===== src/rtl/scm_pkg.sv =====
// Purpose: Shared constants and types for the safe cam window monitor
// Assumes: 32-bit signed positions in user units, AXI4-Lite register access
// Notes:   Three monitor instances per axis, all offsets are byte addresses
package scm_pkg;
	localparam int NUM_INST = 3;
	localparam int POS_W    = 32;
	localparam int NUM_OUT  = 4;

	// Register byte offsets
	localparam logic [7:0] OFF_CTRL    = 8'h00; // Bit i: instance i configured
	localparam logic [7:0] OFF_STATUS  = 8'h04; // Live in-window flags
	localparam logic [7:0] OFF_IRQ_ST  = 8'h08; // Sticky change events, W1C
	localparam logic [7:0] OFF_IRQ_MSK = 8'h0C; // Event mask
	localparam logic [7:0] OFF_OUTMAP  = 8'h10; // Output routing
	localparam logic [7:0] OFF_PAIR    = 8'h14; // Dual-channel pairing
	localparam logic [7:0] OFF_POS     = 8'h18; // Last safe position, read only
	localparam logic [7:0] OFF_UPPER0  = 8'h20; // Upper bound, stride 8
	localparam logic [7:0] OFF_LOWER0  = 8'h24; // Lower bound, stride 8
	localparam logic [7:0] BOUND_STRIDE = 8'h08;

	// Output map field: 2-bit instance select plus enable per output
	localparam int MAP_FIELD_W = 3;
	localparam int MAP_EN_BIT  = 2;

	// Reset values
	localparam logic [POS_W-1:0] BOUND_RST = 32'h0000_0000;
	localparam logic [31:0]      ZERO_WORD = 32'h0000_0000;

	// AXI responses
	localparam logic [1:0] RESP_OKAY   = 2'h0;
	localparam logic [1:0] RESP_SLVERR = 2'h2;

	// Output test pulse: low for PULSE_LEN cycles every PULSE_PERIOD cycles
	localparam int PULSE_LEN_NS    = 400;
	localparam int PULSE_PERIOD_US = 1;
	localparam int CLK_MHZ         = 125;
	localparam int PULSE_LEN    = (PULSE_LEN_NS * CLK_MHZ + 999) / 1000;
	localparam int PULSE_PERIOD = PULSE_PERIOD_US * CLK_MHZ;
	localparam int PCNT_W       = 8;
endpackage


===== src/rtl/scm_cfg_if.sv =====
// Purpose: Carries configuration from the register file to the monitor core
// Assumes: Single clock domain
// Notes:   Bounds are signed user units
`timescale 1ns/10ps
interface scm_cfg_if;
	logic [scm_pkg::NUM_INST-1:0]                    enable;
	logic signed [scm_pkg::NUM_INST-1:0][scm_pkg::POS_W-1:0] upper;
	logic signed [scm_pkg::NUM_INST-1:0][scm_pkg::POS_W-1:0] lower;
	logic [scm_pkg::NUM_INST-1:0]                    in_window;

	modport regs (output enable, output upper, output lower, input in_window);
	modport core (input enable, input upper, input lower, output in_window);
endinterface


===== src/rtl/scm_top.sv =====
// Purpose: Safe cam window monitor with AXI4-Lite register access
// Assumes: Safe position is sampled synchronously with pos_valid
// Notes:   No fault reaction path exists; only status and outputs change
//
// How it works
// - Continuously check if safe position lies inside window; monitor only.
// - Upper and lower bounds come from separate configuration registers.
// - One status bit per instance, high while position is in window.
// - Leaving the window triggers no fault or stop, only status change.
// - Three independent instances, each with own bounds and status.
// - No activation input; a configured instance stays permanently active.
// - Compared input is the safe position from safe feedback.
// - Status drives a pulsed safe output only when explicitly mapped.
// - Two pulsed outputs may be paired into one dual-channel output.
//
// The implementer's own choices: the AXI4-Lite interface to the registers and the register offsets.
`timescale 1ns/10ps
module scm_top (
	input  wire logic        aclk,
	input  wire logic        aresetn,
	input  wire logic [31:0] safe_pos,
	input  wire logic        safe_pos_valid,
	input  wire logic [7:0]  s_axi_awaddr,
	input  wire logic        s_axi_awvalid,
	output logic             s_axi_awready,
	input  wire logic [31:0] s_axi_wdata,
	input  wire logic [3:0]  s_axi_wstrb,
	input  wire logic        s_axi_wvalid,
	output logic             s_axi_wready,
	output logic [1:0]       s_axi_bresp,
	output logic             s_axi_bvalid,
	input  wire logic        s_axi_bready,
	input  wire logic [7:0]  s_axi_araddr,
	input  wire logic        s_axi_arvalid,
	output logic             s_axi_arready,
	output logic [31:0]      s_axi_rdata,
	output logic [1:0]       s_axi_rresp,
	output logic             s_axi_rvalid,
	input  wire logic        s_axi_rready,
	output logic [2:0]       in_window_flag,
	output logic [3:0]       pulsed_safe_output,
	output logic             irq
);
	localparam int NI = scm_pkg::NUM_INST;
	localparam int NO = scm_pkg::NUM_OUT;

	typedef struct packed {
		logic                          aw_got;
		logic [7:0]                    aw_addr;
		logic                          w_got;
		logic [31:0]                   w_data;
		logic [3:0]                    w_strb;
		logic                          bvalid;
		logic [1:0]                    bresp;
		logic                          rvalid;
		logic [31:0]                   rdata;
		logic [1:0]                    rresp;
		logic [NI-1:0]                 enable;
		logic [NI-1:0][31:0]           upper;
		logic [NI-1:0][31:0]           lower;
		logic [NO*3-1:0]               outmap;
		logic [1:0]                    pair;
		logic [NI-1:0]                 irq_st;
		logic [NI-1:0]                 irq_msk;
		logic [NI-1:0]                 flag_d;
		logic [31:0]                   pos;
		logic [NI-1:0]                 flag_out;
		logic [NO-1:0]                 out;
		logic                          irq;
		logic [scm_pkg::PCNT_W-1:0]    pcnt;
		logic                          tick;
	} scm_st_t;

	scm_st_t st_reg;
	scm_st_t st_next;

	scm_cfg_if        cfg ();
	logic [NO-1:0]    pulse_drive;
	logic [NO-1:0]    out_req;

	// Byte-lane merge for register writes
	function automatic logic [31:0] scm_merge(input logic [31:0] old,
		input logic [31:0] wd, input logic [3:0] ws);
		logic [31:0] r;
		r = old;
		for (int b = 0; b < 4; b++) begin
			if (ws[b]) begin
				r[b*8 +: 8] = wd[b*8 +: 8];
			end
		end
		scm_merge = r;
	endfunction

	// Bound register index from an address, NI when none matches
	function automatic int scm_bound_idx(input logic [7:0] a,
		input logic [7:0] base);
		scm_bound_idx = NI;
		for (int i = 0; i < NI; i++) begin
			if (a == base + 8'(i * scm_pkg::BOUND_STRIDE)) begin
				scm_bound_idx = i;
			end
		end
	endfunction

	// Configuration toward the comparator core
	assign cfg.enable = st_reg.enable;
	assign cfg.upper  = st_reg.upper;
	assign cfg.lower  = st_reg.lower;

	// Comparator core: only observes position, never commands motion
	scm_window_core u_core (
		.aclk      (aclk),
		.aresetn   (aresetn),
		.pos       (safe_pos),
		.pos_valid (safe_pos_valid),
		.cfg       (cfg.core)
	);

	// Mapping: output o follows its selected instance only when enabled
	always_comb begin
		for (int o = 0; o < NO; o++) begin
			logic [2:0] f;
			f = st_reg.outmap[o*3 +: 3];
			out_req[o] = f[scm_pkg::MAP_EN_BIT] && (f[1:0] < 2'(NI))
				&& cfg.in_window[f[1:0]];
		end
	end

	// Pulsed output drivers sharing one test period
	for (genvar g = 0; g < NO; g++) begin : g_out
		logic req_sel;
		// Paired outputs take the lower output's request for both channels
		assign req_sel = (st_reg.pair[g/2]) ? out_req[g & 2] : out_req[g];
		scm_pulse_out u_po (
			.aclk    (aclk),
			.aresetn (aresetn),
			.req     (req_sel),
			.tick    (st_reg.tick),
			.drive   (pulse_drive[g])
		);
	end

	// Bus, registers, events and output staging
	always_comb begin
		int  wi;
		int  li;
		int  ri;
		int  rli;
		logic [NI-1:0] ev;
		logic [31:0]   rd;
		st_next = st_reg;
		wi  = NI;
		li  = NI;
		ri  = NI;
		rli = NI;
		ev  = '0;
		rd  = scm_pkg::ZERO_WORD;

		// Test pulse period counter
		st_next.tick = 1'b0;
		if (st_reg.pcnt == scm_pkg::PCNT_W'(scm_pkg::PULSE_PERIOD - 1)) begin
			st_next.pcnt = '0;
			st_next.tick = 1'b1;
		end else begin
			st_next.pcnt = st_reg.pcnt + 8'h01;
		end

		// Sample position and flag edges; no stop or fault path is driven
		if (safe_pos_valid) begin
			st_next.pos = safe_pos;
		end
		st_next.flag_d = cfg.in_window;
		ev = cfg.in_window ^ st_reg.flag_d;

		// Write address and data, taken in any order
		if (s_axi_awvalid && !st_reg.aw_got) begin
			st_next.aw_got  = 1'b1;
			st_next.aw_addr = s_axi_awaddr;
		end
		if (s_axi_wvalid && !st_reg.w_got) begin
			st_next.w_got  = 1'b1;
			st_next.w_data = s_axi_wdata;
			st_next.w_strb = s_axi_wstrb;
		end

		// Write commit once both halves are held; readies stay low
		// until the response is taken, so one write at most is open
		if (st_reg.aw_got && st_reg.w_got && !st_reg.bvalid) begin
			st_next.bvalid = 1'b1;
			st_next.bresp  = scm_pkg::RESP_OKAY;
			wi = scm_bound_idx(st_reg.aw_addr, scm_pkg::OFF_UPPER0);
			li = scm_bound_idx(st_reg.aw_addr, scm_pkg::OFF_LOWER0);
			if (wi < NI) begin
				st_next.upper[wi] = scm_merge(st_reg.upper[wi],
					st_reg.w_data, st_reg.w_strb);
			end else if (li < NI) begin
				st_next.lower[li] = scm_merge(st_reg.lower[li],
					st_reg.w_data, st_reg.w_strb);
			end else begin
				case (st_reg.aw_addr)
					scm_pkg::OFF_CTRL: begin
						if (st_reg.w_strb[0]) begin
							st_next.enable = st_reg.w_data[NI-1:0];
						end
					end
					scm_pkg::OFF_IRQ_ST: begin
						if (st_reg.w_strb[0]) begin
							st_next.irq_st = st_reg.irq_st
								& ~st_reg.w_data[NI-1:0];
						end
					end
					scm_pkg::OFF_IRQ_MSK: begin
						if (st_reg.w_strb[0]) begin
							st_next.irq_msk = st_reg.w_data[NI-1:0];
						end
					end
					scm_pkg::OFF_OUTMAP: begin
						if (st_reg.w_strb[0]) begin
							st_next.outmap[7:0] = st_reg.w_data[7:0];
						end
						if (st_reg.w_strb[1]) begin
							st_next.outmap[NO*3-1:8] =
								st_reg.w_data[NO*3-1:8];
						end
					end
					scm_pkg::OFF_PAIR: begin
						if (st_reg.w_strb[0]) begin
							st_next.pair = st_reg.w_data[1:0];
						end
					end
					scm_pkg::OFF_STATUS, scm_pkg::OFF_POS: begin
						st_next.bresp = scm_pkg::RESP_OKAY; // Read only
					end
					default: begin
						st_next.bresp = scm_pkg::RESP_SLVERR;
					end
				endcase
			end
		end
		if (st_reg.bvalid && s_axi_bready) begin
			st_next.bvalid = 1'b0;
			st_next.aw_got = 1'b0;
			st_next.w_got  = 1'b0;
		end

		// Sticky events: a new event wins over a same-cycle clear
		st_next.irq_st = st_next.irq_st | ev;
		st_next.irq = |(st_next.irq_st & st_next.irq_msk);

		// Read channel
		if (s_axi_arvalid && !st_reg.rvalid) begin
			ri  = scm_bound_idx(s_axi_araddr, scm_pkg::OFF_UPPER0);
			rli = scm_bound_idx(s_axi_araddr, scm_pkg::OFF_LOWER0);
			st_next.rresp = scm_pkg::RESP_OKAY;
			if (ri < NI) begin
				rd = st_reg.upper[ri];
			end else if (rli < NI) begin
				rd = st_reg.lower[rli];
			end else begin
				case (s_axi_araddr)
					scm_pkg::OFF_CTRL:    rd[NI-1:0] = st_reg.enable;
					scm_pkg::OFF_STATUS:  rd[NI-1:0] = cfg.in_window;
					scm_pkg::OFF_IRQ_ST:  rd[NI-1:0] = st_reg.irq_st;
					scm_pkg::OFF_IRQ_MSK: rd[NI-1:0] = st_reg.irq_msk;
					scm_pkg::OFF_OUTMAP:  rd[NO*3-1:0] = st_reg.outmap;
					scm_pkg::OFF_PAIR:    rd[1:0] = st_reg.pair;
					scm_pkg::OFF_POS:     rd = st_reg.pos;
					default: begin
						st_next.rresp = scm_pkg::RESP_SLVERR;
					end
				endcase
			end
			st_next.rvalid = 1'b1;
			st_next.rdata  = rd;
		end else if (st_reg.rvalid && s_axi_rready) begin
			st_next.rvalid = 1'b0;
		end

		// Output staging straight into flops
		st_next.flag_out = cfg.in_window;
		st_next.out      = pulse_drive;
	end

	// State register
	always_ff @(posedge aclk) begin
		if (!aresetn) begin
			st_reg       <= '0;
			st_reg.upper <= {NI{scm_pkg::BOUND_RST}};
			st_reg.lower <= {NI{scm_pkg::BOUND_RST}};
		end else begin
			st_reg <= st_next;
		end
	end

	// Outputs from flops
	assign s_axi_awready      = !st_reg.aw_got;
	assign s_axi_wready       = !st_reg.w_got;
	assign s_axi_bvalid       = st_reg.bvalid;
	assign s_axi_bresp        = st_reg.bresp;
	assign s_axi_arready      = !st_reg.rvalid;
	assign s_axi_rvalid       = st_reg.rvalid;
	assign s_axi_rdata        = st_reg.rdata;
	assign s_axi_rresp        = st_reg.rresp;
	assign in_window_flag     = st_reg.flag_out;
	assign pulsed_safe_output = st_reg.out;
	assign irq                = st_reg.irq;
endmodule


===== src/rtl/scm_window_core.sv =====
// Purpose: Three independent position window comparators
// Assumes: pos_valid marks a fresh safe position sample
// Notes:   Pure monitoring, flags are re-evaluated on each sample
`timescale 1ns/10ps
module scm_window_core (
	input  wire logic                       aclk,
	input  wire logic                       aresetn,
	input  wire logic signed [31:0]         pos,
	input  wire logic                       pos_valid,
	scm_cfg_if.core                         cfg
);
	typedef struct packed {
		logic [scm_pkg::NUM_INST-1:0] flag;
	} scm_core_st_t;

	scm_core_st_t st_reg;
	scm_core_st_t st_next;

	// Inclusive bound check
	function automatic logic scm_inside(input logic signed [31:0] p,
		input logic signed [31:0] lo, input logic signed [31:0] hi);
		scm_inside = (p >= lo) && (p <= hi);
	endfunction

	// Evaluate each instance on a new sample; unconfigured reads out-of-window
	always_comb begin
		st_next = st_reg;
		for (int i = 0; i < scm_pkg::NUM_INST; i++) begin
			if (!cfg.enable[i]) begin
				st_next.flag[i] = 1'b0;
			end else if (pos_valid) begin
				st_next.flag[i] = scm_inside(pos, cfg.lower[i], cfg.upper[i]);
			end
		end
	end

	// State register
	always_ff @(posedge aclk) begin
		if (!aresetn) begin
			st_reg <= '0;
		end else begin
			st_reg <= st_next;
		end
	end

	assign cfg.in_window = st_reg.flag;
endmodule


===== src/rtl/scm_pulse_out.sv =====
// Purpose: Pulsed safe output driver with test pulses
// Assumes: Request level comes from a mapped status bit
// Notes:   A pulse drops the output briefly so the field can be tested
`timescale 1ns/10ps
module scm_pulse_out (
	input  wire logic aclk,
	input  wire logic aresetn,
	input  wire logic req,
	input  wire logic tick,
	output logic      drive
);
	typedef struct packed {
		logic [scm_pkg::PCNT_W-1:0] cnt;
		logic                       out;
	} scm_po_st_t;

	scm_po_st_t st_reg;
	scm_po_st_t st_next;

	// Count within the shared period; blank output during the test window
	always_comb begin
		st_next = st_reg;
		if (tick) begin
			st_next.cnt = '0;
		end else begin
			st_next.cnt = st_reg.cnt + 8'h01;
		end
		st_next.out = req &&
			(st_reg.cnt >= scm_pkg::PCNT_W'(scm_pkg::PULSE_LEN));
	end

	// State register
	always_ff @(posedge aclk) begin
		if (!aresetn) begin
			st_reg <= '0;
		end else begin
			st_reg <= st_next;
		end
	end

	assign drive = st_reg.out;
endmodule


===== config.mk =====
export PLATFORM = sky130hd
export DESIGN_NAME = scm_top
export DESIGN_NICKNAME = d
export VERILOG_FILES = /design/src/rtl/scm_pkg.sv /design/src/rtl/scm_cfg_if.sv /design/src/rtl/scm_top.sv /design/src/rtl/scm_window_core.sv /design/src/rtl/scm_pulse_out.sv
export SDC_FILE = /design/constraint.sdc
export NUM_CORES = 1
export LEC_CHECK = 0
export ABC_AREA = 1
export BUFFER_PORTS_ARGS = -buffer_cell sky130_fd_sc_hd__clkbuf_2
export CORE_UTILIZATION = 44
export CTS_CLUSTER_SIZE = 8
export DETAILED_ROUTE_END_ITERATION = 10
export REMOVE_ABC_BUFFERS = 1
export SYNTH_ARGS = -nofsm -noshare
export SYNTH_HDL_FRONTEND = slang
export SYNTH_SLANG_ARGS = --single-unit

===== constraint.sdc =====
create_clock -name aclk -period 2.5 [get_ports aclk]
set_input_delay 0.25 -clock aclk [delete_from_list [all_inputs] [get_ports aclk]]
set_output_delay 0.25 -clock aclk [all_outputs]
set_load 0.005 [all_outputs]

After elaboration in Yosys (flattened, before gate mapping):

Cells that the tools add are included.
Widths: inputs -> output; s select.

* add/subtract/negate cells: 5
* order comparisons: 28
* eq/ne operators: 25
* muxes and demuxes: 94
* bitwise operators: 8
* reduce and logical (&&, ||, !) cells: 46

Operators by type and width (count)
* $mux 32: 24
* $bmux 32 s2: 4
* $mux 8: 28
* $bwmux 96: 2
* $demux 32 s2: 2
* $lt 32x3->1 const B: 4
* $lt 32x4->1 const B: 4
* $eq 8x6->1 const B: 12
* $ge 32x32->1: 3
* $le 32x32->1: 3
* $ge 32x1->1 const B: 2
* $eq 8x5->1 const B: 6
* $add 8x1->8 const B: 5
* $eq 8x4->1 const B: 4
* $ge 8x6->1 const B: 4
* $logic_and 1x1->1: 24
* $mux 2: 10
* $mux 20: 1
* $reduce_and 5->1: 4
* $mux 6: 3
* $pmux 9 s2: 1
* $eq 8x3->1 const B: 2
* $logic_not 8->1: 2
* $pmux 2 s7: 1
* 19 further kinds: 51

* flip-flop bits (word level): 387
* input port bits: 92
* output and inout bits: 49
* logic and storage cells: 245

Logic depth before layout (Yosys ltp):

* depth in word-level cells: 13
* gate-level depth with buffers: 17
* depth with buffers taken out: 17

Hierarchy:

Synthesis repeated with hierarchy kept, for this count alone.

* cell total of the unflattened synthesis: 3957
* area, all modules: 24989.0 um^2

By module, submodules not included
* scm_top: times used 1, cells an instance 2896, area each 18126.1 um^2, sequential area each 6926.6 um^2
* scm_window_core: times used 1, cells an instance 841, area each 5241.3 um^2, sequential area each 60.1 um^2
* scm_pulse_out: times used 4, cells an instance 55, area each 405.4 um^2, sequential area each 180.2 um^2

Worst setup path after synthesis:

Ideal clock, no wire load.

* path kind: register to register
* start point: register st_reg[348] (netlist name)
* end point: register cfg.upper[34] (netlist name)
* library setup time: 0.113 ns
* data arrival time: 1.665 ns
* data required time: 2.387 ns
* path slack: 0.722 ns
* cell stages (with the launch flop): 12
* buffers on the path: 2
* period minus slack after synthesis: 1.778 ns
* path through: dfxtp_1 inv_1 nand2_2 nor2_1 nand2_1 a21oi_2 o21ai_2 or2_1 buf_2 buf_2 o21ai_1 inv_1

* word-level cells in the longest chain between the ends: 12
* elaborated cells between the ends (all ways): 21
* classes of those cells: order compare: 3; eq/ne: 3; mux: 13; reduce/logical: 2

Ends and longest elaborated chain
* start: declaration: line scm_top.sv:74 `scm_st_t st_reg;`
* start signal: assignment: line scm_top.sv:291 `st_reg <= st_next;`
* $eq 8x6->1: line scm_top.sv:99 `if (a == base + 8'(i * scm_pkg::BOUND_STRIDE)) begin`
* $mux 2: line scm_top.sv:99
* $mux 32: line scm_top.sv:99
* $mux 32 (*): line scm_top.sv:99
* $mux 32 (*): line scm_top.sv:188 `if (st_reg.aw_got && st_reg.w_got && !st_reg.bvalid) begin`
* parallel branches: the longest is 7 deep, another holds $ge 32x1->1

Every way passes the cells marked *. The select of a mux whose other input is x is not followed.
A chain may end at the register's enable or synchronous reset.

Worst setup path after layout:

* start point: input safe_pos[23]
* end point: register u_core.st_reg (netlist bit u_core.cfg.in_window[2])

* word-level cells in the longest chain between the ends: 2
* elaborated cells between the ends (all ways): 3
* classes of those cells: order compare: 2; reduce/logical: 1

Ends and longest elaborated chain
* start: declaration: line scm_top.sv:21 `input wire logic [31:0] safe_pos,`
* $ge 32x32->1 / $le 32x32->1 (equally long branches): line scm_window_core.sv:22 `scm_inside = (p >= lo) && (p <= hi);`
* $logic_and 1x1->1 (*): line scm_window_core.sv:22
* end signal: assignment: line scm_window_core.sv:42 `st_reg <= st_next;`
* end: declaration: line scm_window_core.sv:16 `scm_core_st_t st_reg;`

Every way passes the cells marked *; elsewhere a longest branch is shown, timed or not.

==> impl_metrics.csv <==
group,metric,value,unit
synthesis,yosysTopAreaCell,"dfxtp_1",
global_routing,antenna_found_initial,1,
place,dp_slack,0.0704,ns
global_routing,grt-ovfl-total,0,
cts,cts_root_buffer,"clkbuf_16",
timing,period_minus_slack,2.41,ns
timing,tns,0,ns
cts,path_clk_slew,0.06,ns
route,via_count,22732,
synthesis,ys_async_sr_fraction,0,%
route,route.detailed.drc,0,
cells_and_area,nets,3694,
job,cap_viol_max_count,0,
synthesis,seq_area_frac_synth,33.9,%
synthesis,avgSynthCellArea,6.92,µm²
worst_hold_path,hp-class,"input pin to register",
die,placementRows,82,
synthesis,synth_top_family_by_area,"compound AO/OA/AOI/OAI gates",
timing,setup_viol,0,
worst_setup_path,critPathRequiredTime,3.04,ns
synthesis,muxShareOfSynthArea,0,%
global_routing,grt_use_total,31.1,%
place,port_buffers,138,
synthesis,synth_edf_count,0,
worst_setup_path,arrival,2.95,ns
route,avgRoutedWirePerCell,20.3,µm
cts,cts_tree,"done",
synthesis,yosys.area_share.xor_xnor,0.192,%
cts,cts_sinks,385,
worst_setup_path,worstPathCellList,"dlygate4sd3_1 > clkbuf_2 > ha_1 > nand2_1 > nor2_1 > nand3_1 > nor3_1 > nand4_1 > a21boi_0 > nand2_1 > nand3_1 > a21oi_1",
synthesis,synthSimpleGateAreaFrac,16.5,%
cts,htree_num_levels,2,
route,wl,82700,µm
synthesis,netlist_area,22800,µm²
cts,cts_buffer_depth,3,
die,ios,141,
cts,insertion_delay,0.60,ns
timing,final.period_utilization,96.5,%
worst_setup_path,crit_type,"input pin to register",
route,viasPerCell,5.57,
route,drt-initial-drc-count,2069,
pwr,ir_worst_vdd,0.470,mV
synthesis,synthAdderAreaFrac,11.1,%
pwr,fin_total_pwr,0.0146,W
timing,final.setup.worst_slack,0.0883,ns
synthesis,yosysTopAreaCellShare,33.9,%
synthesis,yosys-top-cells-area,"dfxtp_1, ha_1, a21oi_1",
status,outcome,"finished clean",
cells_and_area,syn_to_final_growth,14.4,%
die,die-height,229,µm
worst_setup_path,worst-path-max-fanout,7,
die,die-area,52600,µm²
worst_setup_path,endpoint_kind,"register",
route,drtAntennaViolNets,0,
timing,hold_viol_final,0,
global_routing,grt_pass1_vias,21625,
timing,fmax,415,MHz
synthesis,synth_compound_area_share,25.0,%
timing,rsz0062_at_grt,"false",
timing,clock_skew,0.0257,ns
global_routing,grt_max_degree,130,
pwr,power_density,561,nW/µm²
worst_setup_path,worst_path_largest_cell_delay,0.56,ns
synthesis,synthFlopType,"dfxtp_1",
synthesis,synth_cells,3289,
die,initial_core_util,45.0,%
place,dp_hpwl,56700,µm
global_routing,grt_pass1_wl,126000,µm
cts,cts_made_buffers,54,
timing,maxSlewHeadroom,41.5,%
worst_setup_path,start_kind,"input pin",
die,core_area,50600,µm²
die,die_x,229,µm
timing,tightest_slew,0.877,ns
synthesis,synth_cell_type_count,50,
synthesis,ys_seq_elements,385,
worst_setup_path,slowest_stage,"dlygate4sd3_1",
cells_and_area,largest_reg_flops,107,
pwr,total_leakage_power,12.0,nW
place,gp_congestion,0.943,
cts,post_cts_buffers,0,
synthesis,yosys_warnings,0,
cells_and_area,drive_gt1_share,8.63,%
timing,slew_viol_final,0,
route,dr.pass1.iters,6,
Yosys cell counts, types with 15 or more instances:
| cell | n |
|---|---|
| dfxtp_1 | 385 |
| clkbuf_1 | 119 |
| nand3_1 | 75 |
| a31oi_1 | 23 |
| nor3_1 | 67 |
| ha_1 | 202 |
| o211ai_1 | 26 |
| nand2_1 | 467 |
| a21oi_1 | 428 |
| o21a_1 | 15 |
| inv_1 | 541 |
| o22ai_1 | 30 |
| o21ai_1 | 203 |
| nand4_1 | 28 |
| o21ai_0 | 233 |
| buf_2 | 20 |
| nor2_1 | 237 |
| buf_4 | 43 |
| o221ai_1 | 33 |
final timing paths:
kind,start,endpoint,slack [ns],cells past startpoint
hold reg to reg,g_out[2].u_po.drive,pulsed_safe_output[2],0.41,2
setup reg to reg,cfg.upper[87],u_core.cfg.in_window[2],0.10,11
hold / removal,safe_pos[27],st_reg[44],0.02,3
setup / recovery,safe_pos[23],u_core.cfg.in_window[2],0.09,12
critical path, delay by kind of cell:
family                   cells  cell delay [ns]
AO/OA/AOI/OAI                2             0.31
adder cells (fa/ha/maj)      1             0.32
buffers and inverters        2             0.75
AND/OR/NAND/NOR              7             1.32
cell usage in the layout, fill, tap and decap left out, types with 6 or more instances in the layout:
cell type,count
nor3_1,67
a21oi_1,428
inv_1,540
inv_2,9
o21ai_1,203
nand2_1,463
buf_12,20
ha_1,202
o21a_1,15
nor2_1,235
o22ai_1,30
dfxtp_1,385
nand4_1,28
dlygate4sd3_1,51
a31oi_1,23
a41oi_1,12
buf_4,45
o21ai_0,233
nand3_1,74
o221ai_1,33
a311oi_1,6
a211oi_1,8
clkbuf_16,55
nand2_2,7
clkbuf_2,137
o211ai_1,26
routing by layer:
layer / share of wire [%] / GRT usage, %
met3: 7.4 / 4.30
met1: 44 / 41.3
met2: 45 / 50.2
met4: 4.5 / 13.7
met5: 0 / 0
power by group:
group          total (W)  switching, W  internal, W
combinational    0.00160       0.00106     0.000543
sequential       0.00643      0.000111      0.00632
clock            0.00658       0.00270      0.00387
what timing repair did:
item	4_1_cts	5_1_grt
gates resized for setup	0	0
hold buffers	51	0
endpoints found under the setup margin	0	0
hold endpoints to repair	50	0
final cells by class:
type	count	area (µm²)
diodes	1	2.50
clock buffers	61	1410
clock inverters	1	8.76
fillers	5012	24600
inverters	555	2090
multi-input cells	2151	12000
flip-flops and latches	385	7710
well taps	672	841
repair buffers	253	1930
logic make-up after synthesis:
group,Yosys count
fa+ha+maj,202
buf+inv,754
simple gates,900
compound gates,1042
flops,385
xor+xnor,5
other cells,1
stage by stage:
| step | instances | hold slack (ns) | util, % | area (µm²) |
|---|---|---|---|---|
| finish | 4079 | 0.0219 | 51.5 | 26000 |
| global route | 4079 | 0.0339 | 51.5 | 26000 |
| detailed placement | 3965 | 0.396 | 47.6 | 24100 |
| CTS | 4078 | 0.00101 | 51.5 | 26000 |
| floorplan | 3091 | 0.339 | - | 21800 |
| global placement | 3965 | 0.393 | 47.6 | 24100 |
Note: power is estimated with default switching activity, not from simulation.
